==> src/cbt_defines.vh <==
// Purpose: constants for the command bus training block
// Assumes: 40 MHz sys_clk, 25 ns period
// Notes: times are in ns; cycle counts are derived from them
`ifndef CBT_DEFINES_VH
`define CBT_DEFINES_VH
`define CBT_CLK_PERIOD_NS 25
// control mode register fields
`define CBT_CTRL_TRAIN_EN_BIT 0
`define CBT_CTRL_WR_BANK_BIT 6
`define CBT_CTRL_OP_BANK_BIT 7
`define CBT_CTRL_RESET 8'h00
// ca reference mode register reset value and fields
`define CBT_CAREF_RESET 7'h4d
`define CBT_CAREF_RANGE_BIT 6
// timing in ns
`define CBT_ENTRY_DELAY_NS 250
`define CBT_MODE_RECOVERY_NS 100
// entry delay is a least time: round up
`define CBT_ENTRY_DELAY_CYC ((`CBT_ENTRY_DELAY_NS + `CBT_CLK_PERIOD_NS - 1) / `CBT_CLK_PERIOD_NS)
`define CBT_MODE_RECOVERY_CYC ((`CBT_MODE_RECOVERY_NS + `CBT_CLK_PERIOD_NS - 1) / `CBT_CLK_PERIOD_NS)
// mode register addresses
`define CBT_CONTROL_MODE_ADDR 6'h0d
`define CBT_CA_REF_MODE_ADDR 6'h0c
// data pins driven with command-address feedback in training
`define CBT_FEEDBACK_OE 16'h3f00
`endif

==> src/cbt_command_bus_training.v <==
// Purpose: device-side command bus training logic of a low-power DRAM die
// Assumes: mode writes arrive decoded as a one-cycle strobe with address and data
// Notes: pins are sampled through two flops; the strobe edge is detected after sync
`timescale 1ns/1ps
`include "cbt_defines.vh"
`default_nettype none

module cbt_command_bus_training (
  input wire sys_clk,
  input wire srst,
  // decoded mode-register write from the command decoder
  input wire mode_write_valid,
  input wire [5:0] mode_write_addr,
  input wire [7:0] mode_write_data,
  // pins
  input wire cke,
  input wire [5:0] ca_in,
  input wire dqs_lower,
  input wire [15:0] dq_in,
  input wire mask_lower_in,
  // data pad drive
  output reg [15:0] dq_out,
  output reg [15:0] dq_oe,
  output reg dqs_upper_oe,
  output reg mask_upper_oe,
  // state visible to the rest of the die
  output reg setpoint_operating_bank,
  output reg setpoint_write_bank,
  output reg training_active,
  output reg [6:0] ca_reference,
  output reg normal_ready
);

  // ----------------------------------------------------------------
  // constants
  // ----------------------------------------------------------------
  localparam [5:0] CONTROL_MODE_ADDR = `CBT_CONTROL_MODE_ADDR;
  localparam [5:0] CA_REF_MODE_ADDR = `CBT_CA_REF_MODE_ADDR;
  // cycle counts as plain integers, then cut to the counter width
  localparam integer ENTRY_CYC_INT = `CBT_ENTRY_DELAY_CYC;
  localparam integer RECOVER_CYC_INT = `CBT_MODE_RECOVERY_CYC;
  // entry count loaded one short: the cycle that reaches zero already accepts
  localparam [3:0] ENTRY_LOAD = ENTRY_CYC_INT[3:0] - 4'h1;
  localparam [3:0] RECOVER_CYC = RECOVER_CYC_INT[3:0];
  // sequencer states
  localparam [1:0] ST_NORMAL = 2'h0;
  localparam [1:0] ST_ARMED = 2'h1;
  localparam [1:0] ST_TRAIN = 2'h2;
  localparam [1:0] ST_RECOVER = 2'h3;

  // ----------------------------------------------------------------
  // input synchronisers
  // ----------------------------------------------------------------
  wire cke_s2;
  wire dqs_s2;
  wire [6:0] dq_s2;
  wire [5:0] ca_s2;
  reg cke_prev;
  reg dqs_prev;

  // cke idles high, so its flops reset high and no false fall follows reset
  cbt_pin_sync #(
    .WIDTH(1),
    .IDLE(1'h1)
  ) u_sync_cke (
    .sys_clk(sys_clk),
    .srst(srst),
    .pin(cke),
    .synced(cke_s2)
  );

  // lower strobe, both edges are used later
  cbt_pin_sync #(
    .WIDTH(1),
    .IDLE(1'h0)
  ) u_sync_dqs (
    .sys_clk(sys_clk),
    .srst(srst),
    .pin(dqs_lower),
    .synced(dqs_s2)
  );

  // only data bits six..zero; bit seven and lower mask never sampled
  cbt_pin_sync #(
    .WIDTH(7),
    .IDLE(7'h00)
  ) u_sync_dq (
    .sys_clk(sys_clk),
    .srst(srst),
    .pin(dq_in[6:0]),
    .synced(dq_s2)
  );

  // command-address levels for the feedback path
  cbt_pin_sync #(
    .WIDTH(6),
    .IDLE(6'h00)
  ) u_sync_ca (
    .sys_clk(sys_clk),
    .srst(srst),
    .pin(ca_in),
    .synced(ca_s2)
  );

  // previous synced levels for edge detection, reset to idle levels
  always @(posedge sys_clk) begin
    if (srst) begin
      cke_prev <= 1'h1;
      dqs_prev <= 1'h0;
    end else begin
      cke_prev <= cke_s2;
      dqs_prev <= dqs_s2;
    end
  end

  wire cke_fall = cke_prev & ~cke_s2;
  wire cke_rise = ~cke_prev & cke_s2;
  wire dqs_edge = dqs_prev ^ dqs_s2;

  // ----------------------------------------------------------------
  // mode registers and training state
  // ----------------------------------------------------------------
  reg [7:0] control_mode_register;
  reg [6:0] ca_reference_mode_register;
  reg [1:0] state;
  reg [3:0] wait_count;
  reg entry_open;
  reg saved_bank;

  wire ctrl_write = mode_write_valid && (mode_write_addr == CONTROL_MODE_ADDR);
  wire ref_write = mode_write_valid && (mode_write_addr == CA_REF_MODE_ADDR);
  wire train_en = control_mode_register[`CBT_CTRL_TRAIN_EN_BIT];

  // control and reference mode registers
  always @(posedge sys_clk) begin
    if (srst) begin
      control_mode_register <= `CBT_CTRL_RESET; // bank zero at power-up
      ca_reference_mode_register <= `CBT_CAREF_RESET;
    end else begin
      if (ctrl_write) begin
        control_mode_register <= mode_write_data;
      end
      if (ref_write) begin
        // trained values arrive only by explicit write
        ca_reference_mode_register <= mode_write_data[6:0];
      end
    end
  end

  // training sequencer
  always @(posedge sys_clk) begin
    if (srst) begin
      state <= ST_NORMAL;
      wait_count <= 4'h0;
      entry_open <= 1'h0;
      saved_bank <= 1'h0;
      setpoint_operating_bank <= 1'h0;
      training_active <= 1'h0;
      ca_reference <= `CBT_CAREF_RESET;
      normal_ready <= 1'h1;
    end else begin
      case (state)
        // normal: bank and reference follow the mode registers
        ST_NORMAL: begin
          setpoint_operating_bank <= control_mode_register[`CBT_CTRL_OP_BANK_BIT];
          ca_reference <= ca_reference_mode_register;
          if (train_en) begin
            state <= ST_ARMED;
            normal_ready <= 1'h0;
          end
        end
        // armed: enable written, waiting for cke to fall
        ST_ARMED: begin
          if (!train_en) begin
            state <= ST_NORMAL;
            normal_ready <= 1'h1;
          end else if (cke_fall) begin
            // a fall needs cke high first, from idle or self refresh
            saved_bank <= setpoint_operating_bank;
            setpoint_operating_bank <= ~setpoint_operating_bank;
            training_active <= 1'h1;
            entry_open <= 1'h0;
            wait_count <= ENTRY_LOAD;
            state <= ST_TRAIN;
          end
        end
        // train: strobe captures open once the entry delay has run
        ST_TRAIN: begin
          if (wait_count != 4'h0) begin
            wait_count <= wait_count - 4'h1;
            if (wait_count == 4'h1) begin
              entry_open <= 1'h1;
            end
          end else begin
            entry_open <= 1'h1;
          end
          // every strobe edge once entry is open overwrites the reference, unless cke rises in the same cycle
          if (entry_open && dqs_edge) begin
            ca_reference <= dq_s2; // range bit six, level bits five..zero
          end
          if (cke_rise) begin
            // restore prior bank; trained value dropped
            setpoint_operating_bank <= saved_bank;
            ca_reference <= ca_reference_mode_register;
            training_active <= 1'h0;
            entry_open <= 1'h0;
            state <= ST_RECOVER;
            wait_count <= 4'h0;
          end
        end
        // recover: wait for the exit write, then the recovery time
        ST_RECOVER: begin
          if (wait_count != 4'h0) begin
            wait_count <= wait_count - 4'h1;
            if (wait_count == 4'h1) begin
              normal_ready <= 1'h1;
              state <= ST_NORMAL;
            end
          end else if (!train_en) begin
            wait_count <= RECOVER_CYC;
          end
        end
        default: begin
          state <= ST_NORMAL;
        end
      endcase
    end
  end

  // ----------------------------------------------------------------
  // pad drive
  // ----------------------------------------------------------------
  // feedback of ca onto dq13..8, others undriven in training
  always @(posedge sys_clk) begin
    if (srst) begin
      dq_out <= 16'h0000;
      dq_oe <= 16'h0000;
      dqs_upper_oe <= 1'b0;
      mask_upper_oe <= 1'b0;
      setpoint_write_bank <= 1'b0;
    end else begin
      setpoint_write_bank <= control_mode_register[`CBT_CTRL_WR_BANK_BIT];
      dq_out <= {2'b00, ca_s2, 8'h00}; // bit for bit
      dq_oe <= training_active ? `CBT_FEEDBACK_OE : 16'h0000;
      dqs_upper_oe <= 1'b0;
      mask_upper_oe <= 1'b0;
    end
  end

endmodule

// ----------------------------------------------------------------
// two-flop synchroniser for pin inputs
// ----------------------------------------------------------------
// only the second flop is read outside; the first may go metastable
module cbt_pin_sync #(
  parameter WIDTH = 1,
  parameter [WIDTH-1:0] IDLE = {WIDTH{1'h0}}
) (
  input wire sys_clk,
  input wire srst,
  input wire [WIDTH-1:0] pin,
  output reg [WIDTH-1:0] synced
);

  reg [WIDTH-1:0] meta;

  // reset to the pin's idle level so no false edge follows reset
  always @(posedge sys_clk) begin
    if (srst) begin
      meta <= IDLE;
      synced <= IDLE;
    end else begin
      meta <= pin;
      synced <= meta;
    end
  end

endmodule
`default_nettype wire

==> config.mk <==
export PLATFORM = sky130hd
export DESIGN_NAME = cbt_command_bus_training
export DESIGN_NICKNAME = d
export VERILOG_FILES = /design/src/cbt_command_bus_training.v
export VERILOG_INCLUDE_DIRS = /design/src
export SDC_FILE = /design/constraint.sdc
export NUM_CORES = 1
export LEC_CHECK = 0
export BUFFER_PORTS_ARGS = -buffer_cell sky130_fd_sc_hd__buf_2
export CAP_MARGIN = 20
export CORE_MARGIN = 2
export CORE_UTILIZATION = 51
export CTS_BUF_LIST = sky130_fd_sc_hd__clkbuf_4 sky130_fd_sc_hd__clkbuf_8
export CTS_CLUSTER_SIZE = 12
export DETAILED_ROUTE_END_ITERATION = 12
export GPL_ROUTABILITY_DRIVEN = 0
export PLACE_DENSITY = 0.82
export REMOVE_ABC_BUFFERS = 1
export SYNTH_ARGS = -nofsm -noshare
export SYNTH_HDL_FRONTEND = slang
export SYNTH_SLANG_ARGS = --single-unit
==> constraint.sdc <==
create_clock -name sys_clk -period 1.9 [get_ports sys_clk]
set_input_delay 0.095 -clock sys_clk [delete_from_list [all_inputs] [get_ports sys_clk]]
set_output_delay 0.095 -clock sys_clk [all_outputs]
set_load 0.03 [all_outputs]
==> tab_implementation.tex, run 1 <==
\begin{tabular}{lr}
\hline
Metric & Value \\
\hline
\multicolumn{2}{l}{\textbf{Run status}} \\
\quad Status & finished clean \\
\multicolumn{2}{l}{\textbf{Worst setup path}} \\
\quad Worst flop-to-flop path startpoint & wait\_count[0] \\
\quad Cell count of the worst reg-to-reg path & 6 \\
\quad Crit Path Max Fanout & 6 \\
\quad Slack of the worst reg-to-reg path & between 100 and 150 ps \\
\quad Critical Path Start Type & flop \\
\quad Worst setup path start & wait\_count[0] \\
\quad Classification of the worst setup path & reg2reg \\
\quad CP endpoint kind & flop \\
\quad Worst EP arrival & between 2000 and 2500 ps \\
\quad CP Data Required Time & 2160 ps \\
\multicolumn{2}{l}{\textbf{Power}} \\
\quad Overall power consumption & $\sim$0.0035 W \\
\quad Power Dens Cells & 998 nW/um2 \\
\quad Worst IR Drop VDD & between 0.0008 and 0.0009 V \\
\quad Leakage power of the design & approximately 1.5 nW \\
\multicolumn{2}{l}{\textbf{Synth}} \\
\quad Dominant register cell in the synthesized netlist & sky130\_fd\_sc\_hd\_\_dfxtp\_1 \\
\quad Sequential fraction of the synthesis area & a little under 50\% \\
\quad Post-Syn Area & 2790 um2 \\
\quad Post-synthesis share of cell area spent on and, or, nand and nor gates & between 10\% and 20\% \\
\quad Syn avg cell area & approximately 10 um2 \\
\quad Library cell with the largest summed area after synthesis & sky130\_fd\_sc\_hd\_\_dfxtp\_1 \\
\quad Number of synthesis warnings & 0 \\
\quad Synth area leaders & sky130\_fd\_sc\_hd\_\_dfxtp\_1 49\%, sky130\_fd\_sc\_hd\_\_nor2b\_1 8.7\%, sky130\_fd\_sc\_hd\_\_mux2i\_1 7.9\% \\
\quad Number of flops mapped to enable cells by yosys & 0 \\
\quad Number of synthesized register bits & 68 \\
\quad Synthesized-area fraction occupied by ao, oa, aoi and oai cells & around a tenth \\
\quad Count of distinct cell types in the synthesized netlist & 44 \\
\quad Adder-cell area share of the yosys netlist & 3.14\% \\
\quad Proportion of netlist area held by the largest area contributor & between 40 and 50\% \\
\quad Synthesized-area fraction occupied by xor and xnor cells & less than 1\% \\
\quad Post-Syn Instances & approximately 280 \\
\quad Dominant combinational cell family by area after synthesis & simple AND/OR/NAND/NOR gates \\
\quad Mux share of post-synthesis cell area & about 8\% \\
\quad Fraction of synthesis flops using an asynchronous set or reset pin & 0\% \\
\multicolumn{2}{l}{\textbf{STA}} \\
\quad Final setup margin & 146 ps \\
\quad Sum Neg Setup Slack & 0 ps \\
\quad Final Slew Violations & 0 \\
\quad Worst Skew & between 5 and 6 ps \\
\quad Highest achievable clock rate & around 570 MHz \\
\quad Number of failing hold endpoints at the final stage & 0 \\
\quad Final worst-path cycle share & just over 90\% \\
\quad Min cycle time layout & 1750 ps \\
\quad Hold\_ws & about 16 ps \\
\quad Number of failing setup endpoints in the final timing report & 0 \\
\quad Unrepaired setup endpoints after global routing & no \\
\multicolumn{2}{l}{\textbf{GRT}} \\
\quad Vias in the first global route & 1903 \\
\quad First-pass GRT wire length & between 8 and 9 mm \\
\quad Initial antenna violation count & 0 \\
\quad Largest net degree at the start of global routing & 24 \\
\quad Global-route usage over all layers & 18.9\% \\
\quad Overflow left after global routing & 0 \\
\multicolumn{2}{l}{\textbf{Route}} \\
\quad Total iterations of the first detailed-routing run & 5 \\
\quad Number of DRC markers after the initial detailed-route iteration & 178 \\
\quad Post-detailed-routing wire length & between 5 and 6 mm \\
\quad Total via count in the routed design & between 2000 and 2500 \\
\quad Number of routed nets with antenna violations & 0 \\
\quad WL/cell & about 13 um \\
\quad Residual DRC & 0 \\
\quad Per-cell via count in the routed design & 4.89 \\
\multicolumn{2}{l}{\textbf{Place}} \\
\quad Post-detailed-placement half-perimeter wirelength & 3.62 mm \\
\quad Worst Setup Slack post-DPL & about 83 ps \\
\quad \# port buffers & between 50 and 60 \\
\multicolumn{2}{l}{\textbf{Die}} \\
\quad I/O pin total & 87 \\
\quad Core region area & 5200 um2 \\
\quad Die area & $\sim$6100 um2 \\
\quad Initial cell density of the core & between 50 and 60\% \\
\quad Die Height & 78 um \\
\quad FP Rows & 26 \\
\quad Die X-Extent & 78 um \\
\multicolumn{2}{l}{\textbf{CTS}} \\
\quad CTS tree & yes \\
\quad Clock input transition at the sequential cells of the worst setup and hold paths & approximately 70 ps \\
\quad Total number of clock tree sinks & 68 \\
\quad CTS buffer count & 9 \\
\quad H-tree levels & 3 \\
\quad Deepest clock path buffer count & 2 \\
\quad Root buffer selected by CTS & sky130\_fd\_sc\_hd\_\_clkbuf\_8 \\
\quad Clk\_lat worst skew & between 300 and 400 ps \\
\multicolumn{2}{l}{\textbf{Layout}} \\
\quad Layout-stage area growth over the synthesis result & 24.9\% \\
\quad Layout cells sized above 1 & 24.0\% \\
\quad \# diodes & 0 \\
\quad Number of nets in the layout & about 400 \\
\multicolumn{2}{l}{\textbf{Worst hold path}} \\
\quad Worst hold path type & in2reg \\
\multicolumn{2}{l}{\textbf{Flow run}} \\
\quad Max-Cap Viols & 0 \\
\hline
\end{tabular}
-- synth_stat cells, drive strengths merged, types with 2 or more instances --
master,n
nor4b,2
nand2b,3
ha,7
nand2,15
nor3,4
a21oi,10
a311oi,3
nor2b,39
clkbuf,6
o32ai,2
o21ai,10
inv,11
a211oi,2
o22ai,2
nor2,13
or2,3
mux2i,22
o21a,2
dfxtp,68
o311ai,4
buf,31
nor3b,2
-- through the flow --
stage               util (%)  instance area (um2)  std cells
floorplan                  -                 2630        263
global placement        58.1                 3020        392
detailed placement      58.1                 3020        392
CTS                     66.8                 3480        429
global route            67.0                 3490        429
finish                  67.0                 3490        429
-- routing by layer --
metal  GRT usage [%]  vias to the layer above  wire length, um
met2            31.6                       81             2770
met3            6.28                       12              309
met5               0                        -                0
li1                -                     1047                -
met4            9.30                        0              121
met1            21.5                      959             2340
-- worst max-delay path, stage by stage (launching register included) --
cell                       delay, ps
sky130_fd_sc_hd__dfxtp_2         390
sky130_fd_sc_hd__inv_1            60
sky130_fd_sc_hd__ha_1            250
sky130_fd_sc_hd__nor4b_1         280
sky130_fd_sc_hd__o22ai_1         190
sky130_fd_sc_hd__a211oi_2        270
sky130_fd_sc_hd__mux2i_1         240
-- cells in the final DEF (no fill, tap or decap), drive strengths merged, types with 2 or more instances in the layout --
| cell | count |
|---|---|
| nor4b | 2 |
| inv | 13 |
| o22ai | 2 |
| o311ai | 4 |
| dfxtp | 68 |
| a311oi | 3 |
| buf | 59 |
| bufinv | 3 |
| ha | 7 |
| o21a | 2 |
| a21oi | 10 |
| clkbuf | 9 |
| conb | 22 |
| nor3b | 2 |
| mux2i | 22 |
| nor2 | 13 |
| clkinv | 2 |
| nor3 | 4 |
| dlygate4sd3 | 21 |
| or2 | 3 |
| o21ai | 10 |
| o32ai | 2 |
| nand2b | 3 |
| a211oi | 2 |
| nor2b | 39 |
| nand2 | 15 |
-- area by class of cell --
type | instances | area (um2)
clock inverter | 7 | 121
clock buffer | 9 | 124
sequential | 68 | 1360
inverter | 11 | 41.3
fill | 420 | 1720
tap | 70 | 87.6
multi-input combinational | 184 | 1230
timing repair buffer | 80 | 518
-- cells by family after synthesis --
family | after synthesis
AO/OA/AOI/OAI | 43
XOR/XNOR | 2
adder cells (fa/ha/maj) | 7
buffers and inverters | 48
flip-flops | 68
multiplexers | 22
other | 1
AND/OR/NAND/NOR | 88
-- worst min path at each step --
stage / startpoint / to / cells after the start
5_1_grt: mode_write_data[5] / ca_reference_mode_register[5] / 3
2_1_floorplan: srst / setpoint_operating_bank / 1
6_report: mode_write_data[5] / ca_reference_mode_register[5] / 3
4_1_cts: mode_write_data[5] / ca_reference_mode_register[5] / 3
3_5_place_dp: cke / u_sync_cke.meta / 2
3_3_place_gp: cke / u_sync_cke.meta / 2
-- flip-flops by register name, indices dropped and copies added, names as in the netlist, 3 cells and up, named ones only --
name and count:
dq_out 6, ca_reference_mode_register 7, u_sync_ca.meta 6, ca_reference 7, wait_count 4, u_sync_dq.synced 7, u_sync_ca.synced 6, control_mode_register 3
u_sync_dq.meta 7
-- what timing repair did --
| action | in CTS | in global routing |
|---|---|---|
| buffers inserted | 0 | 0 |
| resized for setup | 0 | 3 |
| setup endpoints to repair | 0 | 9 |
| endpoints found under the hold margin | 22 | 0 |
| hold buffers | 21 | 0 |
-- where the power goes --
part / switching, W / leakage, nW / internal [W]
registers: 0.0000376 / 0.556 / 0.00150
logic: 0.000305 / 0.862 / 0.000184
clock network: 0.000576 / 0.124 / 0.000880
No activity file was read; power rests on OpenSTA's default activity.
==> run 2: changes to the inputs <==
==> constraint.sdc (replaced) <==
create_clock -name sys_clk -period 1.7 [get_ports sys_clk]
set_input_delay 0.085 -clock sys_clk [delete_from_list [all_inputs] [get_ports sys_clk]]
set_output_delay 0.085 -clock sys_clk [all_outputs]
set_load 0.03 [all_outputs]
==> run 2 against run 1 <==
Clock skew is 1.3 ps higher. First-iteration DRC count is 13% lower. Hold slack better by 180 ps. Core utilization is 2.0 points higher. Combinational power is 20% higher. Setup slack worse by 82 ps. Total power is 14% higher. Sequential share of layout area is 1.1 points lower. Critical path type unchanged. Largest cell class unchanged.
==> tab_implementation.tex, run 2 (synthesis results as in run 1) <==
\begin{tabular}{lr}
\hline
Metric & Value \\
\hline
\multicolumn{2}{l}{\textbf{Run status}} \\
\quad Status & finished clean \\
\multicolumn{2}{l}{\textbf{GRT}} \\
\quad Overflow left after global routing & 0 (unchanged) \\
\quad First-pass GRT wire length & 8.71 mm (-0.56\%) \\
\quad Initial antenna violation count & 0 (unchanged) \\
\quad Vias in the first global route & 1926 (+1.2\%) \\
\quad Largest net degree at the start of global routing & 27 (+13\%) \\
\quad Global-route usage over all layers & 18.6\% (-0.25 points) \\
\multicolumn{2}{l}{\textbf{Die}} \\
\quad Die Height & 78 um (unchanged) \\
\quad I/O pin total & 87 (unchanged) \\
\quad FP Rows & 26 (unchanged) \\
\quad Die area & 6080 um2 (unchanged) \\
\quad Core region area & 5200 um2 (unchanged) \\
\quad Initial cell density of the core & 53.7\% (unchanged) \\
\quad Die X-Extent & 78 um (unchanged) \\
\multicolumn{2}{l}{\textbf{Layout}} \\
\quad Layout-stage area growth over the synthesis result & 28.6\% \\
\quad \# diodes & 0 (unchanged) \\
\quad Number of nets in the layout & 412 (+2.2\%) \\
\quad Post-route cell area & 3590 um2 (+3.0\%) \\
\quad Total area of sequential cells & 1360 um2 (unchanged) \\
\quad Most frequent cells in the layout & 67 x sky130\_fd\_sc\_hd\_\_dfxtp\_1, 54 x sky130\_fd\_sc\_hd\_\_buf\_2, 39 x sky130\_fd\_sc\_hd\_\_nor2b\_1, 23 x sky130\_fd\_sc\_hd\_\_dlygate4sd3\_1 \\
\quad Fillers & 402 (-4.3\%) \\
\quad Most common cell after layout, fill and taps aside & sky130\_fd\_sc\_hd\_\_dfxtp\_1 \\
\quad Multi-input gate area in the final layout & 1250 um2 (+1.6\%) \\
\quad Layout cells sized above 1 & 26.1\% (+2.1 points) \\
\multicolumn{2}{l}{\textbf{Route}} \\
\quad Total via count in the routed design & 2147 (+2.3\%) \\
\quad Residual DRC & 0 (unchanged) \\
\quad Number of routed nets with antenna violations & 0 (unchanged) \\
\quad Post-detailed-routing wire length & 5.36 mm (-3.2\%) \\
\quad Total iterations of the first detailed-routing run & 5 (unchanged) \\
\quad Number of DRC markers after the initial detailed-route iteration & 155 (-13\%) \\
\quad Per-cell via count in the routed design & 4.90 (+0.19\%) \\
\quad WL/cell & 12.2 um (-5.2\%) \\
\multicolumn{2}{l}{\textbf{Worst setup path}} \\
\quad Worst setup path start & state[0] \\
\quad CP Data Required Time & 1970 ps (-190 ps) \\
\quad Worst EP arrival & 1910 ps (-110 ps) \\
\quad Slack of the worst reg-to-reg path & 60 ps (-80 ps) \\
\quad Classification of the worst setup path & reg2reg \\
\quad Critical R2R Capture & normal\_ready \\
\quad Crit Path Max Fanout & 4 (-2) \\
\quad CP endpoint kind & flop \\
\quad Cell count of the worst reg-to-reg path & 7 (+1) \\
\quad End point of the critical path & normal\_ready \\
\quad Critical Path Start Type & flop \\
\quad Worst flop-to-flop path startpoint & state[0] \\
\multicolumn{2}{l}{\textbf{STA}} \\
\quad Sum Neg Setup Slack & 0 ps (unchanged) \\
\quad Worst Skew & 7.16 ps (+1.28 ps) \\
\quad Min cycle time layout & 1640 ps (-118 ps) \\
\quad Highest achievable clock rate & 611 MHz (+7.2\%) \\
\quad Final worst-path cycle share & 96.2\% (+3.9 points) \\
\quad Final Slew Violations & 0 (unchanged) \\
\quad Hold\_ws & 191 ps (+175 ps) \\
\quad Number of failing hold endpoints at the final stage & 0 (unchanged) \\
\quad Number of failing setup endpoints in the final timing report & 0 (unchanged) \\
\quad Unrepaired setup endpoints after global routing & no \\
\multicolumn{2}{l}{\textbf{Flow run}} \\
\quad Max-Cap Viols & 0 (unchanged) \\
\multicolumn{2}{l}{\textbf{Worst hold path}} \\
\quad Worst hold path type & in2reg \\
\quad Worst Hold Path Cells & 2 (-1) \\
\multicolumn{2}{l}{\textbf{Power}} \\
\quad Leakage power of the design & 1.59 nW (+2.8\%) \\
\quad Power Dens Cells & 1100 nW/um2 (+10\%) \\
\quad Worst IR Drop VDD & 0.000956 V (+15\%) \\
\multicolumn{2}{l}{\textbf{CTS}} \\
\quad CTS tree & yes \\
\quad Clock input transition at the sequential cells of the worst setup and hold paths & 70 ps (about the same) \\
\quad Count of buffers added by post-CTS timing repair for setup & 0 (unchanged) \\
\quad Root buffer selected by CTS & sky130\_fd\_sc\_hd\_\_clkbuf\_8 \\
\quad Clk\_lat worst skew & 340 ps (about the same) \\
\quad Total number of clock tree sinks & 68 (unchanged) \\
\quad Deepest clock path buffer count & 2 (unchanged) \\
\quad H-tree levels & 3 (unchanged) \\
\quad CTS buffer count & 9 (unchanged) \\
\multicolumn{2}{l}{\textbf{Place}} \\
\quad DP Area & 3080 um2 (+1.7\%) \\
\quad Post-detailed-placement half-perimeter wirelength & 3.46 mm (-4.4\%) \\
\quad \# port buffers & 54 (unchanged) \\
\hline
\end{tabular}
-- run 2: cell count changes in the layout (fill, tap and decap cells not counted), sizes merged --
| cell | previous run | this run |
|---|---|---|
| clkinvlp | 0 | 1 |
| clkbuf | 9 | 11 |
| inv | 13 | 12 |
| clkinv | 2 | 0 |
| buf | 59 | 66 |
| dlygate4sd3 | 21 | 23 |
-- run 2: worst min-delay path by stage --
| stage | from | end | slack, ps |
|---|---|---|---|
| finish | srst | ca_reference_mode_register[4] | 190 |
| global route | srst | ca_reference_mode_register[5] | 200 |
| CTS | srst | ca_reference_mode_register[4] | 190 |
| detailed placement | cke | u_sync_cke.meta | 270 |
| global placement | cke | u_sync_cke.meta | 270 |
| floorplan | srst | setpoint_operating_bank | 150 |
-- run 2: final cells by class --
class	instances	share of cell area (%)
Multi-Input combinational cell	184	34.9
Timing Repair Buffer	89	16.4
Clock buffer	11	4.21
Clock inverter	5	2.96
Inverter	11	1.15
Tap cell	70	2.44
Sequential cell	68	37.9
-- run 2: power by group --
| group | internal (W) | switching (W) | leakage, nW |
|---|---|---|---|
| sequential | 0.00167 | 0.0000391 | 0.557 |
| combinational | 0.000233 | 0.000352 | 0.903 |
| clock | 0.00106 | 0.000598 | 0.126 |
-- run 2: routing by layer --
metal	part of all wire (%)	vias to the layer above	GRT usage, %	routed length [um]
met1	43	1000	21.4	2300
met3	5.1	9	6.05	271
met4	1.4	0	9.47	76
met2	51	71	30.9	2710
met5	0	-	0	0
li1	-	1067	-	-
-- run 2: what timing repair did --
| item | 4_1_cts | 5_1_grt |
|---|---|---|
| resized for setup | 0 | 7 |
| hold buffers | 23 | 0 |
| endpoints found under the hold margin | 24 | 0 |
| endpoints found under the setup margin | 0 | 14 |
-- run 2: worst max-delay path, cell delays in order (launching register included) --
cell and delay [ps]:
sky130_fd_sc_hd__dfxtp_1 380, sky130_fd_sc_hd__inv_1 80, sky130_fd_sc_hd__buf_4 150, sky130_fd_sc_hd__ha_1 240, sky130_fd_sc_hd__inv_1 100, sky130_fd_sc_hd__o22ai_1 120, sky130_fd_sc_hd__nor3b_1 290, sky130_fd_sc_hd__mux2i_1 210
-- run 2: metrics by stage --
stage	std cells	setup WS [ps]	power [W]	util, %
final	438	63.9	0.00396	69.0
after global routing	438	4.89	0.00412	69.0
after CTS	438	3.98	0.00396	68.5
after detailed placement	399	25.4	0.00227	59.1
after global placement	399	97.5	0.00226	59.1
after floorplan	263	139	0.00209	-
